## config.mk

```make
export PLATFORM = sky130hd
export DESIGN_NAME = fcu_top
export DESIGN_NICKNAME = d
export VERILOG_FILES = /design/src/hdl/fcu_pkg.sv /design/src/hdl/fcu_unlock.sv /design/src/hdl/fcu_area_check.sv /design/src/hdl/fcu_top.sv
export SDC_FILE = /design/constraint.sdc
export NUM_CORES = 1
export LEC_CHECK = 0
export BUFFER_PORTS_ARGS = -buffer_cell sky130_fd_sc_hd__buf_2
export CAP_MARGIN = 10
export CORE_ASPECT_RATIO = 0.75
export CORE_MARGIN = 3
export CORE_UTILIZATION = 55
export DETAILED_ROUTE_END_ITERATION = 7
export HOLD_SLACK_MARGIN = 0.12
export PLACE_DENSITY = 0.77
export SLEW_MARGIN = 15
export SYNTH_ARGS = -nofsm -noshare
export SYNTH_HDL_FRONTEND = slang
export SYNTH_SLANG_ARGS = --single-unit
```

## constraint.sdc

```tcl
create_clock -name ref_clk_in -period 5.45 [get_ports ref_clk_in]
set_input_delay 0.8175 -clock ref_clk_in [delete_from_list [all_inputs] [get_ports ref_clk_in]]
set_output_delay 0.8175 -clock ref_clk_in [all_outputs]
set_load 0.02 [all_outputs]
```

## src/hdl/fcu_pkg.sv

```systemverilog
// Constants, codes and helper functions shared by the flash command unit
// Summary of operation
// - Mode codes 0..5: standby, read, program, erase, hidden
// - Extended modes: CRC read, auto-increment read/program
// - CRC read runs from address to boundary end
// - Fire only on 0x46 then 0xB9 with enable
// - Enable bit clear blocks every operation
// - Bit 6 selects boot source after reset
// - Bit 5 one pulses system reset, self-clears
// - Bit 4 reports last command failure
// - Data area spans boundary*256 to boot start-1
// - Hidden read returns boundary in data port
// - Hidden write loads boundary from data port
// - Processor stalled until operation completes
// - Byte read leaves flash byte in data port
// - Program writes data port byte to address
// - Page erase clears one 512-byte page
// - Erase ignores low address; hidden ignores high
// - Low address indexes the hidden register
// - Program outside data area is ignored, except below it when boot-area code runs
package fcu_pkg;
   localparam logic [7:0] OFF_DATA_PORT = 8'hE2;
   localparam logic [7:0] OFF_ADDR_HIGH = 8'hE3;
   localparam logic [7:0] OFF_ADDR_LOW = 8'hE4;
   localparam logic [7:0] OFF_MODE_SELECT = 8'hE5;
   localparam logic [7:0] OFF_CMD_PORT = 8'hE6;
   localparam logic [7:0] OFF_PROG_CONTROL = 8'hE7;
   localparam logic [7:0] HID_IDX_LOW_BOUND = 8'h03;

   localparam logic [7:0] RST_DATA_PORT = 8'hFF;
   localparam logic [7:0] RST_ADDR = 8'h00;
   localparam logic [7:0] RST_MODE = 8'h00;
   localparam logic [7:0] RST_LOW_BOUND = 8'h70;

   localparam int BIT_PROG_ENABLE = 7;
   localparam int BIT_BOOT_SOURCE = 6;
   localparam int BIT_SOFT_RESET = 5;
   localparam int BIT_CMD_FAIL = 4;

   localparam logic [7:0] UNLOCK_FIRST = 8'h46;
   localparam logic [7:0] UNLOCK_SECOND = 8'hB9;

   localparam logic [7:0] MODE_STANDBY = 8'h00;
   localparam logic [7:0] MODE_READ = 8'h01;
   localparam logic [7:0] MODE_PROGRAM = 8'h02;
   localparam logic [7:0] MODE_ERASE = 8'h03;
   localparam logic [7:0] MODE_HID_WRITE = 8'h04;
   localparam logic [7:0] MODE_HID_READ = 8'h05;
   localparam logic [7:0] MODE_CRC_READ = 8'h80;
   localparam logic [7:0] MODE_READ_INC = 8'h81;
   localparam logic [7:0] MODE_PROG_INC = 8'h82;

   localparam logic [15:0] PAGE_LAST_OFFSET = 16'h01FF;

   typedef enum logic [1:0] {FCU_OP_READ, FCU_OP_PROGRAM, FCU_OP_ERASE} fcu_op_t;

   function automatic logic is_read_mode(input logic [7:0] m);
      return (m == MODE_READ) || (m == MODE_READ_INC) || (m == MODE_CRC_READ);
   endfunction

   function automatic logic is_prog_mode(input logic [7:0] m);
      return (m == MODE_PROGRAM) || (m == MODE_PROG_INC);
   endfunction

   function automatic logic [15:0] page_base(input logic [7:0] hi);
      return {hi[7:1], 9'h000};
   endfunction
endpackage

```

## src/hdl/fcu_unlock.sv

```systemverilog
// Two-byte unlock sequence detector on the command port
`timescale 1ns/10ps
module fcu_unlock (
   input wire logic ref_clk_in,
   input wire logic rst_n_in,
   input wire logic cmd_wr_in,
   input wire logic [7:0] cmd_data_in,
   output logic fire_out
);
   import fcu_pkg::*;

   logic armed;

   always_ff @(posedge ref_clk_in) begin
      if (!rst_n_in) begin
         armed <= 1'b0;
      end else if (cmd_wr_in) begin
         // Any byte other than the first unlock byte drops the partial sequence
         armed <= (cmd_data_in == UNLOCK_FIRST);
      end
   end

   assign fire_out = cmd_wr_in && armed && (cmd_data_in == UNLOCK_SECOND);

   property p_wrong_byte_disarms;
      @(posedge ref_clk_in) disable iff (!rst_n_in)
      (cmd_wr_in && cmd_data_in != UNLOCK_FIRST) ##1 (cmd_wr_in && cmd_data_in == UNLOCK_SECOND)
         |-> !fire_out;
   endproperty
   a_wrong_byte_disarms: assert property (p_wrong_byte_disarms)
      else $error("Unlock fired without a preceding first byte");

   // Same hazard with an idle cycle between the writes, as software usually issues them
   property p_wrong_byte_gap;
      @(posedge ref_clk_in) disable iff (!rst_n_in)
      (cmd_wr_in && cmd_data_in != UNLOCK_FIRST) ##1 !cmd_wr_in ##1
         (cmd_wr_in && cmd_data_in == UNLOCK_SECOND) |-> !fire_out;
   endproperty
   a_wrong_byte_gap: assert property (p_wrong_byte_gap)
      else $error("Unlock fired after a wrong command byte");
endmodule

```

## src/hdl/fcu_area_check.sv

```systemverilog
// Data-area window check for program and erase destinations
`timescale 1ns/10ps
module fcu_area_check (
   input wire logic [15:0] dest_addr_in,
   input wire logic [7:0] low_bound_in,
   input wire logic [15:0] boot_start_in,
   input wire logic boot_exec_in,
   output logic allowed_out
);
   logic [15:0] area_low;

   assign area_low = {low_bound_in, 8'h00};

   // Boot-area code may reach the whole of memory below the boot area;
   // application code only the data area
   always_comb begin
      if (boot_exec_in) begin
         allowed_out = (dest_addr_in < boot_start_in);
      end else begin
         allowed_out = (dest_addr_in >= area_low) && (dest_addr_in < boot_start_in);
      end
   end
endmodule

```

## src/hdl/fcu_top.sv

```systemverilog
// Flash command unit: registers, unlock trigger, flash sequencing and stall
`timescale 1ns/10ps
module fcu_top (
   input wire logic ref_clk_in,
   input wire logic rst_n_in,
   input wire logic [7:0] sfr_addr_in,
   input wire logic sfr_wr_in,
   input wire logic sfr_rd_in,
   input wire logic [7:0] sfr_wdata_in,
   output logic [7:0] sfr_rdata_out,
   input wire logic [15:0] boot_start_in,
   input wire logic boot_exec_in,
   output logic cpu_stall_out,
   output logic soft_reset_out,
   output logic boot_source_out,
   output logic flash_req_out,
   output fcu_pkg::fcu_op_t flash_op_out,
   output logic [15:0] flash_addr_out,
   output logic [7:0] flash_wdata_out,
   input wire logic flash_ack_in,
   input wire logic flash_fail_in,
   input wire logic [7:0] flash_rdata_in,
   output logic [7:0] crc_data_out,
   output logic crc_valid_out
);
   import fcu_pkg::*;

   typedef enum logic [1:0] {FCU_IDLE, FCU_FLASH, FCU_END} fcu_state_t;

   fcu_state_t state;
   fcu_state_t next_state;
   logic [7:0] flash_data_port;
   logic [7:0] flash_addr_high;
   logic [7:0] flash_addr_low;
   logic [7:0] flash_mode_select;
   logic [7:0] data_area_low_bound;
   logic prog_enable;
   logic boot_source_select;
   logic command_fail_flag;
   logic crc_more;
   logic unlock_fire;
   logic fire;
   logic accepted;
   logic area_ok;
   logic [15:0] cur_addr;
   logic [15:0] check_addr;
   logic [15:0] crc_end;
   logic flash_done;
   logic hid_hit;
   logic wr_data;
   logic wr_ahi;
   logic wr_alo;
   logic wr_mode;
   logic wr_ctrl;

   assign wr_data = sfr_wr_in && (sfr_addr_in == OFF_DATA_PORT);
   assign wr_ahi = sfr_wr_in && (sfr_addr_in == OFF_ADDR_HIGH);
   assign wr_alo = sfr_wr_in && (sfr_addr_in == OFF_ADDR_LOW);
   assign wr_mode = sfr_wr_in && (sfr_addr_in == OFF_MODE_SELECT);
   assign wr_ctrl = sfr_wr_in && (sfr_addr_in == OFF_PROG_CONTROL);

   fcu_unlock u_unlock (
      .ref_clk_in(ref_clk_in),
      .rst_n_in(rst_n_in),
      .cmd_wr_in(sfr_wr_in && (sfr_addr_in == OFF_CMD_PORT)),
      .cmd_data_in(sfr_wdata_in),
      .fire_out(unlock_fire)
   );

   assign cur_addr = {flash_addr_high, flash_addr_low};
   // Erase checks the page base so the low byte cannot sway the decision
   assign check_addr = (flash_mode_select == MODE_ERASE) ?
                       page_base(flash_addr_high) : cur_addr;

   fcu_area_check u_area (
      .dest_addr_in(check_addr),
      .low_bound_in(data_area_low_bound),
      .boot_start_in(boot_start_in),
      .boot_exec_in(boot_exec_in),
      .allowed_out(area_ok)
   );

   assign crc_end = {data_area_low_bound, 8'h00} + PAGE_LAST_OFFSET;
   assign fire = unlock_fire && prog_enable && (state == FCU_IDLE);
   assign flash_done = (state == FCU_FLASH) && flash_ack_in;
   assign hid_hit = (flash_addr_low == HID_IDX_LOW_BOUND);

   // Mode decode decides whether the trigger starts anything
   always_comb begin
      case (flash_mode_select)
         MODE_READ, MODE_READ_INC, MODE_CRC_READ: accepted = 1'b1;
         MODE_PROGRAM, MODE_PROG_INC, MODE_ERASE: accepted = area_ok;
         MODE_HID_WRITE, MODE_HID_READ: accepted = 1'b1;
         default: accepted = 1'b0;
      endcase
   end

   always_comb begin
      next_state = state;
      case (state)
         FCU_IDLE: begin
            if (fire && accepted) begin
               if ((flash_mode_select == MODE_HID_WRITE) ||
                   (flash_mode_select == MODE_HID_READ)) begin
                  next_state = FCU_END;
               end else begin
                  next_state = FCU_FLASH;
               end
            end
         end
         FCU_FLASH: begin
            if (flash_ack_in) begin
               next_state = FCU_END;
            end
         end
         FCU_END: begin
            next_state = crc_more ? FCU_FLASH : FCU_IDLE;
         end
         default: next_state = FCU_IDLE;
      endcase
   end

   always_ff @(posedge ref_clk_in) begin
      if (!rst_n_in) begin
         state <= FCU_IDLE;
      end else begin
         state <= next_state;
      end
   end

   // Stall covers the whole operation, including the gap between CRC reads
   assign cpu_stall_out = (state != FCU_IDLE);
   assign flash_req_out = (state == FCU_FLASH);

   always_comb begin
      if (is_prog_mode(flash_mode_select)) begin
         flash_op_out = FCU_OP_PROGRAM;
      end else if (flash_mode_select == MODE_ERASE) begin
         flash_op_out = FCU_OP_ERASE;
      end else begin
         flash_op_out = FCU_OP_READ;
      end
   end

   assign flash_addr_out = (flash_mode_select == MODE_ERASE) ?
                           page_base(flash_addr_high) : cur_addr;
   assign flash_wdata_out = flash_data_port;

   always_ff @(posedge ref_clk_in) begin
      if (!rst_n_in) begin
         crc_more <= 1'b0;
      end else if (flash_done) begin
         // A failed read stops the CRC walk early
         crc_more <= (flash_mode_select == MODE_CRC_READ) && !flash_fail_in &&
                     (cur_addr != crc_end);
      end else if (state == FCU_END) begin
         crc_more <= 1'b0;
      end
   end

   always_ff @(posedge ref_clk_in) begin
      if (!rst_n_in) begin
         flash_data_port <= RST_DATA_PORT;
      end else if (flash_done && (flash_mode_select == MODE_READ ||
                                  flash_mode_select == MODE_READ_INC)) begin
         flash_data_port <= flash_rdata_in;
      end else if (fire && flash_mode_select == MODE_HID_READ) begin
         flash_data_port <= hid_hit ? data_area_low_bound : 8'h00;
      end else if (wr_data) begin
         flash_data_port <= sfr_wdata_in;
      end
   end

   always_ff @(posedge ref_clk_in) begin
      if (!rst_n_in) begin
         flash_addr_high <= RST_ADDR;
         flash_addr_low <= RST_ADDR;
      end else if (flash_done && (flash_mode_select == MODE_READ_INC ||
                                  flash_mode_select == MODE_PROG_INC ||
                                  crc_end != cur_addr && flash_mode_select == MODE_CRC_READ)) begin
         {flash_addr_high, flash_addr_low} <= cur_addr + 16'h0001;
      end else begin
         if (wr_ahi) begin
            flash_addr_high <= sfr_wdata_in;
         end
         if (wr_alo) begin
            flash_addr_low <= sfr_wdata_in;
         end
      end
   end

   // Reserved bits are stored as written; undefined codes simply never start
   always_ff @(posedge ref_clk_in) begin
      if (!rst_n_in) begin
         flash_mode_select <= RST_MODE;
      end else if (wr_mode) begin
         flash_mode_select <= sfr_wdata_in;
      end
   end

   always_ff @(posedge ref_clk_in) begin
      if (!rst_n_in) begin
         data_area_low_bound <= RST_LOW_BOUND;
      end else if (fire && flash_mode_select == MODE_HID_WRITE && hid_hit) begin
         data_area_low_bound <= flash_data_port;
      end
   end

   always_ff @(posedge ref_clk_in) begin
      if (!rst_n_in) begin
         prog_enable <= 1'b0;
         boot_source_select <= 1'b0;
      end else if (wr_ctrl) begin
         prog_enable <= sfr_wdata_in[BIT_PROG_ENABLE];
         boot_source_select <= sfr_wdata_in[BIT_BOOT_SOURCE];
      end
   end
   assign boot_source_out = boot_source_select;

   // Flash result wins over a software write in the same cycle
   always_ff @(posedge ref_clk_in) begin
      if (!rst_n_in) begin
         command_fail_flag <= 1'b0;
      end else if (flash_done) begin
         command_fail_flag <= flash_fail_in;
      end else if (wr_ctrl) begin
         command_fail_flag <= sfr_wdata_in[BIT_CMD_FAIL];
      end
   end

   // The trigger bit is never stored, so it always reads back as zero
   always_ff @(posedge ref_clk_in) begin
      if (!rst_n_in) begin
         soft_reset_out <= 1'b0;
      end else begin
         soft_reset_out <= wr_ctrl && sfr_wdata_in[BIT_SOFT_RESET];
      end
   end

   always_ff @(posedge ref_clk_in) begin
      if (!rst_n_in) begin
         crc_data_out <= 8'h00;
         crc_valid_out <= 1'b0;
      end else begin
         crc_valid_out <= flash_done && (flash_mode_select == MODE_CRC_READ);
         if (flash_done && flash_mode_select == MODE_CRC_READ) begin
            crc_data_out <= flash_rdata_in;
         end
      end
   end

   always_ff @(posedge ref_clk_in) begin
      if (!rst_n_in) begin
         sfr_rdata_out <= 8'h00;
      end else if (sfr_rd_in) begin
         case (sfr_addr_in)
            OFF_DATA_PORT: sfr_rdata_out <= flash_data_port;
            OFF_ADDR_HIGH: sfr_rdata_out <= flash_addr_high;
            OFF_ADDR_LOW: sfr_rdata_out <= flash_addr_low;
            OFF_MODE_SELECT: sfr_rdata_out <= flash_mode_select;
            OFF_PROG_CONTROL: sfr_rdata_out <= {prog_enable, boot_source_select, 1'b0,
                                                command_fail_flag, 4'h0};
            default: sfr_rdata_out <= 8'h00;
         endcase
      end
   end

   property p_disabled_blocks;
      @(posedge ref_clk_in) disable iff (!rst_n_in)
      (unlock_fire && !prog_enable && state == FCU_IDLE) |=> !cpu_stall_out;
   endproperty
   a_disabled_blocks: assert property (p_disabled_blocks)
      else $error("Operation started with enable bit clear");

   property p_fire_stalls;
      @(posedge ref_clk_in) disable iff (!rst_n_in)
      (fire && accepted) |=> cpu_stall_out;
   endproperty
   a_fire_stalls: assert property (p_fire_stalls)
      else $error("Accepted trigger did not stall the processor");

   property p_read_lands;
      @(posedge ref_clk_in) disable iff (!rst_n_in)
      (flash_done && flash_mode_select == MODE_READ) |=>
         (flash_data_port == $past(flash_rdata_in)) ##1 !cpu_stall_out;
   endproperty
   a_read_lands: assert property (p_read_lands)
      else $error("Read byte missing from data port or stall too long");

   // A second trigger write on the next cycle legally stretches the pulse
   property p_soft_reset;
      @(posedge ref_clk_in) disable iff (!rst_n_in)
      (wr_ctrl && sfr_wdata_in[BIT_SOFT_RESET]) ##1
         !(wr_ctrl && sfr_wdata_in[BIT_SOFT_RESET]) |-> soft_reset_out ##1 !soft_reset_out;
   endproperty
   a_soft_reset: assert property (p_soft_reset)
      else $error("Soft reset pulse wrong");

   property p_boot_select;
      @(posedge ref_clk_in) disable iff (!rst_n_in)
      wr_ctrl |=> boot_source_out == $past(sfr_wdata_in[BIT_BOOT_SOURCE]);
   endproperty
   a_boot_select: assert property (p_boot_select)
      else $error("Boot source not taken from control write");

   property p_fail_flag;
      @(posedge ref_clk_in) disable iff (!rst_n_in)
      flash_done |=> command_fail_flag == $past(flash_fail_in);
   endproperty
   a_fail_flag: assert property (p_fail_flag)
      else $error("Fail flag does not follow last result");

   property p_erase_page;
      @(posedge ref_clk_in) disable iff (!rst_n_in)
      (flash_req_out && flash_op_out == FCU_OP_ERASE) |-> flash_addr_out[8:0] == 9'h000;
   endproperty
   a_erase_page: assert property (p_erase_page)
      else $error("Erase address not page aligned");

   property p_outside_ignored;
      @(posedge ref_clk_in) disable iff (!rst_n_in)
      (fire && is_prog_mode(flash_mode_select) && !area_ok) |=> !cpu_stall_out [*2];
   endproperty
   a_outside_ignored: assert property (p_outside_ignored)
      else $error("Program outside data area was not ignored");

   property p_hid_write;
      @(posedge ref_clk_in) disable iff (!rst_n_in)
      (fire && flash_mode_select == MODE_HID_WRITE && hid_hit) |=>
         data_area_low_bound == $past(flash_data_port) ##1 !cpu_stall_out;
   endproperty
   a_hid_write: assert property (p_hid_write)
      else $error("Boundary not updated by hidden write");

   property p_hid_read;
      @(posedge ref_clk_in) disable iff (!rst_n_in)
      (fire && flash_mode_select == MODE_HID_READ && hid_hit) |=>
         flash_data_port == data_area_low_bound;
   endproperty
   a_hid_read: assert property (p_hid_read)
      else $error("Boundary not returned by hidden read");

   c_read: cover property (@(posedge ref_clk_in) flash_done && flash_mode_select == MODE_READ);
   c_prog: cover property (@(posedge ref_clk_in) flash_req_out && flash_op_out == FCU_OP_PROGRAM);
   c_crc: cover property (@(posedge ref_clk_in) crc_valid_out ##[1:20] crc_valid_out);
   c_hid: cover property (@(posedge ref_clk_in) fire && flash_mode_select == MODE_HID_WRITE);
endmodule

```

==> results of run 1 <==
power breakdown:
part	switching, W	internal, W
logic	0.0000453	0.0000252
clock network	0.000197	0.000220
registers	0.00000127	0.000476
total	0.000243	0.000722
path summary, 6_finish.rpt:
| kind | endpoint | slack [ps] | cells after the start |
|---|---|---|---|
| setup / recovery | state[1] | 2180 | 10 |
| setup reg to reg | state[1] | 2180 | 10 |
| hold reg to reg | sfr_rdata_out[2] | 480 | 2 |
| hold / removal | sfr_rdata_out[2] | 480 | 2 |
layer usage:
layer | global-route usage | up-vias | wire (um) | part of all wire
met1 | 0.418 | 2222 | 6130 | 0.42
met5 | 0 | - | 0 | 0
met3 | 0.0843 | 37 | 1720 | 0.12
li1 | - | 2217 | - | -
met2 | 0.479 | 287 | 6330 | 0.44
met4 | 0.115 | 0 | 351 | 0.024
stage by stage:
step	cell area, um^2	util
floorplan	4530	-
global placement	4940	0.644
detailed placement	4940	0.644
CTS	5140	0.670
global route	5140	0.670
finish	5140	0.670
cell usage in the layout (no fill, tap or decap), types with 11 or more instances in the layout:
cell / n
sky130_fd_sc_hd__inv_1: 35
sky130_fd_sc_hd__nand3_1: 19
sky130_fd_sc_hd__and2_1: 13
sky130_fd_sc_hd__nand2b_1: 11
sky130_fd_sc_hd__buf_2: 93
sky130_fd_sc_hd__o21ai_0: 16
sky130_fd_sc_hd__nor2_1: 68
sky130_fd_sc_hd__ha_1: 25
sky130_fd_sc_hd__dfxtp_1: 65
sky130_fd_sc_hd__a211oi_1: 11
sky130_fd_sc_hd__a21oi_1: 50
sky130_fd_sc_hd__mux2i_1: 26
sky130_fd_sc_hd__nand2_1: 66
cell type report:
type / instances / area (um^2)
inverters: 35 / 131
clock buffers: 10 / 138
multi-input cells: 452 / 2900
repair buffers: 95 / 480
flip-flops and latches: 65 / 1300
fillers: 674 / 2530
clock inverters: 6 / 57.6
well taps: 101 / 126
registers in the layout, summed over array words and instances (netlist names), 2 cells and up:
register and count:
crc_data_out 8, data_area_low_bound 8, flash_addr_high 8, flash_addr_low 8, flash_mode_select 8, flash_wdata_out 8, sfr_rdata_out 8, state 2
kinds of logic (layout without fill, tap and decap cells):
| logic type | Yosys count | in the layout | synth area share |
|---|---|---|---|
| compound gates | 143 | 143 | 0.212 |
| xor+xnor | 11 | 11 | 0.0213 |
| fa+ha+maj | 25 | 25 | 0.0691 |
| buf+inv | 76 | 146 | 0.0732 |
| flops | 65 | 65 | 0.287 |
| mux | 32 | 32 | 0.0724 |
| simple gates | 241 | 241 | 0.264 |
worst register-to-register path, stage by stage, from the launching register on:
cell,delay (ps)
sky130_fd_sc_hd__dfxtp_1,330
sky130_fd_sc_hd__or4_4,580
sky130_fd_sc_hd__or4_1,670
sky130_fd_sc_hd__and2_1,260
sky130_fd_sc_hd__ha_1,290
sky130_fd_sc_hd__a21o_1,180
sky130_fd_sc_hd__a21oi_1,180
sky130_fd_sc_hd__nor2b_1,70
sky130_fd_sc_hd__o21ai_0,170
sky130_fd_sc_hd__o2111ai_1,170
sky130_fd_sc_hd__a221oi_1,290
==> tab_implementation.tex, run 1 <==
\begin{tabular}{lr}
\hline
Metric & Value \\
\hline
\multicolumn{2}{l}{\textbf{Outcome}} \\
Result of the run & finished clean \\
\multicolumn{2}{l}{\textbf{Setup path}} \\
Largest delay contributor family on the critical path & simple AND/OR/NAND/NOR gates \\
Worst endpoint required time & 5710 ps \\
Kind of capture point of the worst setup path & register \\
Critical path class & reg -> reg \\
Slowest CP cell & sky130\_fd\_sc\_hd\_\_or4\_1 \\
Worst Path Max Fanout & 11 \\
Cell-by-cell listing of the critical path & or4\_4 -> or4\_1 -> and2\_1 -> ha\_1 -> a21o\_1 -> a21oi\_1 -> nor2b\_1 -> o21ai\_0 -> o2111ai\_1 -> a221oi\_1 \\
Worst EP arrival & 3540 ps \\
Launch point of the worst path & flash\_mode\_select[3] \\
Launching point of the worst reg2reg path & flash\_mode\_select[3] \\
Kind of launch point of the worst setup path & register \\
WP buf/inv & 0 \\
Maximum single-stage delay on the critical path & 670 ps \\
\multicolumn{2}{l}{\textbf{Worst hold path}} \\
Class of the most critical hold timing path & reg -> reg \\
HP Start & sfr\_rdata\_out[2] \\
\multicolumn{2}{l}{\textbf{Die}} \\
Cell row count & 27 \\
Area of the core region & 7670 um\^{}2 \\
Die ar. & 9370 um\^{}2 \\
Initial Utilization & 0.590 \\
I/O pin count & 94 \\
Floorplan die height & 84.6 um \\
Die Wd & 111 um \\
\multicolumn{2}{l}{\textbf{Logic synthesis}} \\
Proportion of netlist area held by the largest area contributor & 0.287 \\
Sequential fraction of the synthesis area & 0.287 \\
Number of cells produced by synthesis & 593 \\
EDFF count, synth & 0 \\
Synthesized area per cell & 7.64 um\^{}2 \\
Number of nets in the synthesized netlist & 665 \\
\#FFs+latches synth & 65 \\
Cell area after technology mapping & 4530 um\^{}2 \\
Top-count cell post-synth & sky130\_fd\_sc\_hd\_\_nor2\_1 \\
Async S/R FF share, synth & 0 \\
Number of warning messages in the yosys log & 0 \\
Top area cells in the synthesized netlist & sky130\_fd\_sc\_hd\_\_dfxtp\_1 (29\%), sky130\_fd\_sc\_hd\_\_ha\_1 (6.9\%), sky130\_fd\_sc\_hd\_\_mux2i\_1 (5.7\%), sky130\_fd\_sc\_hd\_\_nor2\_1 (5.6\%), sky130\_fd\_sc\_hd\_\_a21oi\_1 (5.5\%) \\
Post-synth top flop & sky130\_fd\_sc\_hd\_\_dfxtp\_1 \\
Number of different library cells in the post-synthesis netlist & 61 \\
Post-synthesis cell type with the largest combined area & sky130\_fd\_sc\_hd\_\_dfxtp\_1 \\
Most frequent cells after synthesis & sky130\_fd\_sc\_hd\_\_nor2\_1 (68), sky130\_fd\_sc\_hd\_\_nand2\_1 (66), sky130\_fd\_sc\_hd\_\_dfxtp\_1 (65) \\
\multicolumn{2}{l}{\textbf{Placement}} \\
Worst slack at placement & 2190 ps \\
\# port buffers & 93 \\
Gp weighted congestion & 0.933 \\
Placed wire-length estimate after detailed placement & 10800 um \\
Dpl cells & 748 \\
\multicolumn{2}{l}{\textbf{Clock network}} \\
Maximum count of clock buffers along a single path & 2 \\
Clock Root Buffer & sky130\_fd\_sc\_hd\_\_clkbuf\_8 \\
Hold bufs inserted after CTS & 0 \\
Post-CTS setup-driven buffer insertion count & 0 \\
Clock slew seen by the registers of the worst setup and hold paths & 80 ps \\
Number of levels the H-tree was split into & 3 \\
Number of instances resized during post-cts repair & 0 \\
Clock Latency Late Sink & 350 ps \\
CTS sink count & 65 \\
TritonCTS clock tree & done \\
Total CTS buffers & 9 \\
\multicolumn{2}{l}{\textbf{STA}} \\
Total count of max-transition violations in the final report & 0 \\
Transition time at the pin with the least slew margin & 1130 ps \\
Clock period minus worst slack & 3270 ps \\
Setup Total Neg Slack & 0 ps \\
Upper clock frequency limit & 0.306 GHz \\
Clock Skews & 9.12 ps \\
Max-slew headroom & 0.237 \\
Total of endpoints with negative setup slack in the final report & 0 \\
Final worst-path cycle share & 0.600 \\
Hold violation count in the final report & 0 \\
Hold Slack & 483 ps \\
Setup repair after global routing missed its margin & false \\
Post-route setup slack & 2180 ps \\
\multicolumn{2}{l}{\textbf{Power}} \\
Peak VDD IR & 182 uV \\
Tot Pwr & 0.000965 W \\
Leakage Power & 2.33 nW \\
Power Density & 188 nW/um\^{}2 \\
\multicolumn{2}{l}{\textbf{Route}} \\
Via density per instance & 6.23 \\
Antenna-violating nets left & 0 \\
Wire length reported by the detailed router & 14500 um \\
Post-detailed-route wirelength per cell & 19.0 um \\
Number of iterations in the first detailed-routing pass & 5 \\
Remaining design rule violation count & 0 \\
Number of design-rule violations left by the first detailed-router iteration & 503 \\
Via count & 4763 \\
\multicolumn{2}{l}{\textbf{Global routing}} \\
Number of global-route vias before repair & 4583 \\
Wire length of the first global-routing pass & 23500 um \\
Pin count of the biggest net entering global routing & 28 \\
GRT Overall Usage & 0.311 \\
Initial antenna violation count & 0 \\
Congestion Overflow GR & 0 \\
\multicolumn{2}{l}{\textbf{Job}} \\
Max cap viols & 0 \\
\multicolumn{2}{l}{\textbf{Cells and area}} \\
Number of standard cells in the layout, taps in and fillers out & 764 \\
Antenna diode instance count & 0 \\
P\&R area growth vs syn & 13.4\% \\
Fraction of layout instances using a drive strength above 1 & 0.207 \\
NumNets Final & 730 \\
\hline
\end{tabular}
(Power assumes the default switching activity.)
==> run 2: changes to the inputs <==
- CORE_UTILIZATION: 55 -> 50
- PLACE_DENSITY: 0.77 -> 0.74
- clock period: 5.45 -> 2.8 ns (I/O delays scaled with it)
==> tab_implementation.tex, run 2 (synthesized netlist as in run 1, its figures left out) <==
\begin{tabular}{lr}
\hline
Metric & Value \\
\hline
\multicolumn{2}{l}{\textbf{Outcome}} \\
Result of the run & finished, violations left \\
Violations in the final reports & negative setup slack \\
\multicolumn{2}{l}{\textbf{Route}} \\
Via count & 4923 (+3.4\%) \\
Remaining design rule violation count & 0 (unchanged) \\
Antenna-violating nets left & 0 (unchanged) \\
Number of design-rule violations left by the first detailed-router iteration & 447 (-11\%) \\
Via density per instance & 6.08 (-2.5\%) \\
Post-detailed-route wirelength per cell & 18.9 um (-0.58\%) \\
Number of iterations in the first detailed-routing pass & 6 (+1) \\
Wire length reported by the detailed router & 15300 um (+5.4\%) \\
\multicolumn{2}{l}{\textbf{STA}} \\
Hold violation count in the final report & 0 (unchanged) \\
Clock period minus worst slack & 2900 ps (-374 ps) \\
Clock Skews & 5.73 ps (-3.39 ps) \\
Transition time at the pin with the least slew margin & 610 ps (-523 ps) \\
Setup repair after global routing missed its margin & true \\
Total count of max-transition violations in the final report & 0 (unchanged) \\
Post-route setup slack & -98.6 ps (-2280 ps) \\
Upper clock frequency limit & 0.345 GHz (+13\%) \\
Total of endpoints with negative setup slack in the final report & 2 (+2) \\
Final worst-path cycle share & 1.04 (+0.435) \\
Max-slew headroom & 0.592 (+0.355) \\
\multicolumn{2}{l}{\textbf{Worst hold path}} \\
WHS Endpoint & crc\_data\_out[2] \\
Class of the most critical hold timing path & in -> reg \\
HP Start & flash\_rdata\_in[2] \\
Cell depth of the worst hold path & 3 (+1) \\
\multicolumn{2}{l}{\textbf{Power}} \\
Fraction of power consumed by combinational cells & 0.067 (-0.006) \\
Internal & 0.00165 W (+130\%) \\
Clock power frac & 0.499 (+0.067) \\
Peak VDD IR & 406 uV (+120\%) \\
Net switching fraction of the power & 0.233 (-0.0192) \\
Part of the total power dissipated in sequential elements & 0.434 (-0.061) \\
Leakage Power & 2.60 nW (+11\%) \\
Power Density & 379 nW/um\^{}2 (+100\%) \\
Total net switching power & 0.000500 W (+110\%) \\
\multicolumn{2}{l}{\textbf{Setup path}} \\
Worst EP arrival & 3160 ps (-380 ps) \\
R2r setup slk & -100 ps (-2280 ps) \\
Worst Path Max Fanout & 7 (-4) \\
Count of cells along the worst register-to-register path & 13 (+3) \\
Critical path class & reg -> reg \\
Kind of launch point of the worst setup path & register \\
Launching point of the worst reg2reg path & flash\_mode\_select[6] \\
Worst endpoint required time & 3070 ps (-2640 ps) \\
R2r endpoint & state[0] \\
Kind of capture point of the worst setup path & register \\
\multicolumn{2}{l}{\textbf{Clock network}} \\
Clock slew seen by the registers of the worst setup and hold paths & 50 ps (-30 ps) \\
Hold bufs inserted after CTS & 0 (unchanged) \\
Maximum count of clock buffers along a single path & 2 (unchanged) \\
Number of levels the H-tree was split into & 3 (unchanged) \\
Total CTS buffers & 9 (unchanged) \\
Clock Root Buffer & sky130\_fd\_sc\_hd\_\_clkbuf\_16 \\
TritonCTS clock tree & done \\
Clock Latency Late Sink & 340 ps (about the same) \\
CTS sink count & 65 (unchanged) \\
\multicolumn{2}{l}{\textbf{Cells and area}} \\
Antenna diode instance count & 0 (unchanged) \\
Highest-count cells in the layout ignoring fill and taps & sky130\_fd\_sc\_hd\_\_buf\_2 (92), sky130\_fd\_sc\_hd\_\_nor2\_1 (68), sky130\_fd\_sc\_hd\_\_nand2\_1 (65), sky130\_fd\_sc\_hd\_\_dfxtp\_1 (64), sky130\_fd\_sc\_hd\_\_a21oi\_1 (48) \\
Fraction of layout instances using a drive strength above 1 & 0.282 (+0.0754) \\
P\&R area growth vs syn & 25.1\% \\
Total area of sequential cells & 1300 um\^{}2 (about the same) \\
Fillers & 751 (+11\%) \\
Most common cell after layout, fill and taps aside & sky130\_fd\_sc\_hd\_\_buf\_2 \\
Number of standard cells in the layout, taps in and fillers out & 810 (+6.0\%) \\
NumNets Final & 770 (+5.5\%) \\
Footprint of the multi-input gates & 3020 um\^{}2 (+4.1\%) \\
Utilization of the core after routing & 0.656 (-0.0136) \\
\multicolumn{2}{l}{\textbf{Placement}} \\
\# port buffers & 93 (unchanged) \\
Dpl cells & 792 (+5.9\%) \\
Gp weighted congestion & 0.953 (+2.1\%) \\
Worst slack at placement & -164 ps (-2360 ps) \\
Placed wire-length estimate after detailed placement & 11400 um (+5.6\%) \\
\multicolumn{2}{l}{\textbf{Global routing}} \\
Pin count of the biggest net entering global routing & 26 (-7.1\%) \\
Wire length of the first global-routing pass & 23800 um (+1.3\%) \\
Number of global-route vias before repair & 4570 (-0.28\%) \\
Initial antenna violation count & 0 (unchanged) \\
GRT Overall Usage & 0.303 (-0.00799) \\
Congestion Overflow GR & 0 (unchanged) \\
\multicolumn{2}{l}{\textbf{Die}} \\
Cell row count & 29 (+7.4\%) \\
Die Wd & 116 um (+4.6\%) \\
Initial Utilization & 0.524 (-0.0661) \\
Floorplan die height & 88.4 um (+4.5\%) \\
I/O pin count & 94 (unchanged) \\
Die ar. & 10200 um\^{}2 (+9.4\%) \\
Area of the core region & 8640 um\^{}2 (+13\%) \\
\multicolumn{2}{l}{\textbf{Job}} \\
Max cap viols & 0 (unchanged) \\
\hline
\end{tabular}
-- run 2: area by class of cell --
type                    instances  area share
clock buffers                  13      0.0477
clock inverters                 2     0.00221
inverters                      35      0.0236
multi-input cells             452       0.533
flip-flops and latches         65       0.230
well taps                     108      0.0238
repair buffers                135       0.140
-- run 2: worst max path at each step --
| stage | start | endpoint | slack, ps | cells after the start |
|---|---|---|---|---|
| 3_5_place_dp | flash_mode_select[6] | state[1] | -160 | 9 |
| 2_1_floorplan | flash_mode_select[6] | state[1] | 2 | 9 |
| 4_1_cts | flash_mode_select[6] | state[1] | -60 | 12 |
| 5_1_grt | flash_mode_select[6] | state[1] | -230 | 12 |
| 3_3_place_gp | flash_mode_select[6] | state[1] | -80 | 9 |
| 6_report | flash_mode_select[6] | state[0] | -100 | 13 |
-- run 2: worst max-delay path: stages (launching register included) --
cell and delay (ps):
sky130_fd_sc_hd__dfxtp_2 320, sky130_fd_sc_hd__or4_4 540, sky130_fd_sc_hd__or4_4 510, sky130_fd_sc_hd__nand2_4 120
sky130_fd_sc_hd__inv_4 40, sky130_fd_sc_hd__ha_4 140, sky130_fd_sc_hd__a21o_1 170, sky130_fd_sc_hd__a21o_1 160
sky130_fd_sc_hd__a21oi_2 130, sky130_fd_sc_hd__o211ai_1 140, sky130_fd_sc_hd__a21oi_2 160, sky130_fd_sc_hd__o2111ai_2 130
sky130_fd_sc_hd__buf_4 170, sky130_fd_sc_hd__o22ai_2 80
-- run 2: through the flow --
stage / instance area [um^2] / total power (W) / hold slack, ps / setup TNS [ps]
2_1_floorplan: 4560 / 0.00101 / 454 / 0
3_3_place_gp: 5250 / 0.00108 / 471 / -79.5
3_5_place_dp: 5250 / 0.00109 / 473 / -244
4_1_cts: 5640 / 0.00215 / 350 / -114
5_1_grt: 5670 / 0.00221 / 357 / -457
6_report: 5670 / 0.00215 / 350 / -196
-- run 2: timing repair --
| item | in CTS | in global routing |
|---|---|---|
| resized for setup | 15 | 11 |
| buffers inserted | 4 | 1 |
| pin swaps | 2 | 0 |
| gates cloned | 0 | 0 |
| endpoints found under the setup margin | 2 | 22 |
-- run 2: power groups by stage --
stage	clock (W)	combinational (W)	sequential, W
global placement	0	0.000131	0.000950
detailed placement	0	0.000135	0.000950
finish	0.00107	0.000144	0.000931
global route	0.00112	0.000156	0.000930
CTS	0.00108	0.000140	0.000930
floorplan	0	0.0000616	0.000953
-- run 2: metal layers --
metal / global-route usage / wire length [um] / up-vias
met3: 0.0807 / 1870 / 39
li1: - / - / 2305
met5: 0 / 0 / -
met4: 0.116 / 383 / 0
met1: 0.426 / 6510 / 2287
met2: 0.443 / 6560 / 292
==> run 3: changes to the inputs <==
- CORE_MARGIN: 3 -> 2
==> tab_implementation.tex, run 3 (synthesized netlist as in run 1, its figures left out) <==
\begin{tabular}{lr}
\hline
Metric & Value \\
\hline
\multicolumn{2}{l}{\textbf{Outcome}} \\
Result of the run & finished, violations left \\
Violations in the final reports & negative setup slack \\
\multicolumn{2}{l}{\textbf{Global routing}} \\
Pin count of the biggest net entering global routing & 25 (-3.8\%) \\
Wire length of the first global-routing pass & 23200 um (-2.8\%) \\
Congestion Overflow GR & 0 (unchanged) \\
Initial antenna violation count & 0 (unchanged) \\
Number of global-route vias before repair & 4503 (-1.5\%) \\
GRT Overall Usage & 0.305 (+0.00205) \\
\multicolumn{2}{l}{\textbf{Clock network}} \\
Number of levels the H-tree was split into & 3 (unchanged) \\
Clock Latency Late Sink & 340 ps (about the same) \\
Clock slew seen by the registers of the worst setup and hold paths & 60 ps (about the same) \\
Total CTS buffers & 9 (unchanged) \\
CTS sink count & 65 (unchanged) \\
Hold bufs inserted after CTS & 0 (unchanged) \\
TritonCTS clock tree & done \\
Clock Root Buffer & sky130\_fd\_sc\_hd\_\_clkbuf\_16 \\
Maximum count of clock buffers along a single path & 2 (unchanged) \\
\multicolumn{2}{l}{\textbf{STA}} \\
Transition time at the pin with the least slew margin & 614 ps (+3.93 ps) \\
Clock Skews & 5.93 ps (+0.190 ps) \\
Final worst-path cycle share & 1.05 (+0.0144) \\
Clock period minus worst slack & 2940 ps (+40.2 ps) \\
Total count of max-transition violations in the final report & 0 (unchanged) \\
Setup repair after global routing missed its margin & true \\
Hold violation count in the final report & 0 (unchanged) \\
Hold Slack & 342 ps (-7.98 ps) \\
Total of endpoints with negative setup slack in the final report & 2 (unchanged) \\
Max-slew headroom & 0.589 (-0.00263) \\
Post-route setup slack & -139 ps (-40.2 ps) \\
Upper clock frequency limit & 0.340 GHz (-1.4\%) \\
Setup Total Neg Slack & -202 ps (-5.60 ps) \\
\multicolumn{2}{l}{\textbf{Power}} \\
Clock power frac & 0.514 (+0.015) \\
Peak VDD IR & 261 uV (-36\%) \\
Total net switching power & 0.000517 W (+3.3\%) \\
Internal & 0.00169 W (+2.9\%) \\
Power Density & 392 nW/um\^{}2 (+3.4\%) \\
Leakage Power & 2.61 nW (+0.47\%) \\
Net switching fraction of the power & 0.234 (+0.000693) \\
Fraction of power consumed by combinational cells & 0.065 (-0.002) \\
Part of the total power dissipated in sequential elements & 0.421 (-0.013) \\
\multicolumn{2}{l}{\textbf{Die}} \\
Cell row count & 30 (+3.4\%) \\
I/O pin count & 94 (unchanged) \\
Area of the core region & 8930 um\^{}2 (+3.4\%) \\
Initial Utilization & 0.507 (-0.0175) \\
Die ar. & 9840 um\^{}2 (-3.9\%) \\
Floorplan die height & 86.4 um (-2.3\%) \\
Die Wd & 114 um (-1.7\%) \\
\multicolumn{2}{l}{\textbf{Cells and area}} \\
NumNets Final & 772 (+0.26\%) \\
Utilization of the core after routing & 0.632 (-0.0244) \\
P\&R area growth vs syn & 24.6\% \\
Final design instance area without fill & 5640 um\^{}2 (-0.40\%) \\
Most common cell after layout, fill and taps aside & sky130\_fd\_sc\_hd\_\_buf\_2 \\
Number of standard cells in the layout, taps in and fillers out & 817 (+0.86\%) \\
Antenna diode instance count & 0 (unchanged) \\
Highest-count cells in the layout ignoring fill and taps & sky130\_fd\_sc\_hd\_\_buf\_2 (93), sky130\_fd\_sc\_hd\_\_nor2\_1 (68), sky130\_fd\_sc\_hd\_\_nand2\_1 (65), sky130\_fd\_sc\_hd\_\_dfxtp\_1 (64), sky130\_fd\_sc\_hd\_\_a21oi\_1 (49) \\
Fillers & 798 (+6.3\%) \\
Fraction of layout instances using a drive strength above 1 & 0.272 (-0.00971) \\
\multicolumn{2}{l}{\textbf{Setup path}} \\
Worst endpoint required time & 3050 ps (-20 ps) \\
Launch point of the worst path & flash\_mode\_select[6] \\
Launching point of the worst reg2reg path & flash\_mode\_select[6] \\
Kind of capture point of the worst setup path & register \\
Worst Path Max Fanout & 8 (+1) \\
Kind of launch point of the worst setup path & register \\
Critical path class & reg -> reg \\
Worst EP arrival & 3180 ps (+20 ps) \\
\multicolumn{2}{l}{\textbf{Route}} \\
Antenna-violating nets left & 0 (unchanged) \\
Number of design-rule violations left by the first detailed-router iteration & 502 (+12\%) \\
Wire length reported by the detailed router & 15000 um (-2.3\%) \\
Post-detailed-route wirelength per cell & 18.3 um (-3.2\%) \\
Remaining design rule violation count & 0 (unchanged) \\
Via density per instance & 6.00 (-1.2\%) \\
Via count & 4906 (-0.35\%) \\
Number of iterations in the first detailed-routing pass & 5 (-1) \\
\multicolumn{2}{l}{\textbf{Worst hold path}} \\
HP Start & flash\_rdata\_in[1] \\
Class of the most critical hold timing path & in -> reg \\
\multicolumn{2}{l}{\textbf{Placement}} \\
Gp weighted congestion & 0.963 (+1.1\%) \\
Dpl cells & 799 (+0.88\%) \\
\# port buffers & 93 (unchanged) \\
Placed wire-length estimate after detailed placement & 11400 um (-0.37\%) \\
Placed inst area & 5270 um\^{}2 (+0.52\%) \\
\multicolumn{2}{l}{\textbf{Job}} \\
Max cap viols & 0 (unchanged) \\
\hline
\end{tabular}
-- run 3: what timing repair did --
item,CTS,global route
setup buffers,2,0
pin swaps,1,3
resized for setup,6,4
hold endpoints to repair,0,0
setup endpoints to repair,2,19
-- run 3: layer usage --
| metal | share of wire | up-vias | global-route usage |
|---|---|---|---|
| met5 | 0 | - | 0 |
| met4 | 0.015 | 0 | 0.0953 |
| met3 | 0.11 | 26 | 0.0832 |
| met2 | 0.45 | 266 | 0.461 |
| met1 | 0.43 | 2313 | 0.425 |
| li1 | - | 2301 | - |
-- run 3: final cells by class --
class	instances	area, um^2	share of cell area
clock buffers	10	239	0.0423
clock inverters	6	67.6	0.0120
inverters	35	134	0.0237
multi-input cells	452	2970	0.525
flip-flops and latches	65	1300	0.231
well taps	112	140	0.0248
repair buffers	137	796	0.141
-- run 3: power groups by stage --
stage | clock network [W] | registers (W) | logic [W]
after floorplan | 0 | 0.000953 | 0.0000616
after global placement | 0 | 0.000950 | 0.000133
after detailed placement | 0 | 0.000950 | 0.000138
after CTS | 0.00114 | 0.000930 | 0.000140
after global routing | 0.00119 | 0.000930 | 0.000153
final | 0.00114 | 0.000930 | 0.000144
-- run 3: path summary, 6_finish.rpt --
| path | to | slack, ps | depth (start not counted) |
|---|---|---|---|
| setup reg to reg | state[1] | -140 | 12 |
| hold reg to reg | sfr_rdata_out[2] | 480 | 2 |
| hold / removal | crc_data_out[1] | 340 | 3 |
| setup / recovery | state[1] | -140 | 12 |
-- run 3: critical path, cell delays in order, from the launching register on --
cell and delay, ps:
sky130_fd_sc_hd__dfxtp_2 320, sky130_fd_sc_hd__or4_4 550, sky130_fd_sc_hd__or4_4 500, sky130_fd_sc_hd__nand2_4 110
sky130_fd_sc_hd__inv_4 40, sky130_fd_sc_hd__ha_4 140, sky130_fd_sc_hd__a21o_1 160, sky130_fd_sc_hd__a21o_1 150
sky130_fd_sc_hd__a21oi_2 110, sky130_fd_sc_hd__o211ai_1 110, sky130_fd_sc_hd__a21oi_1 200, sky130_fd_sc_hd__o2111ai_2 190
sky130_fd_sc_hd__a221oi_2 250
-- run 3: through the flow --
step | total power (W) | setup WS, ps
final | 0.00221 | -139
after global routing | 0.00227 | -247
after CTS | 0.00221 | -128
after detailed placement | 0.00109 | -168
after global placement | 0.00108 | -77.9
after floorplan | 0.00101 | 1.78
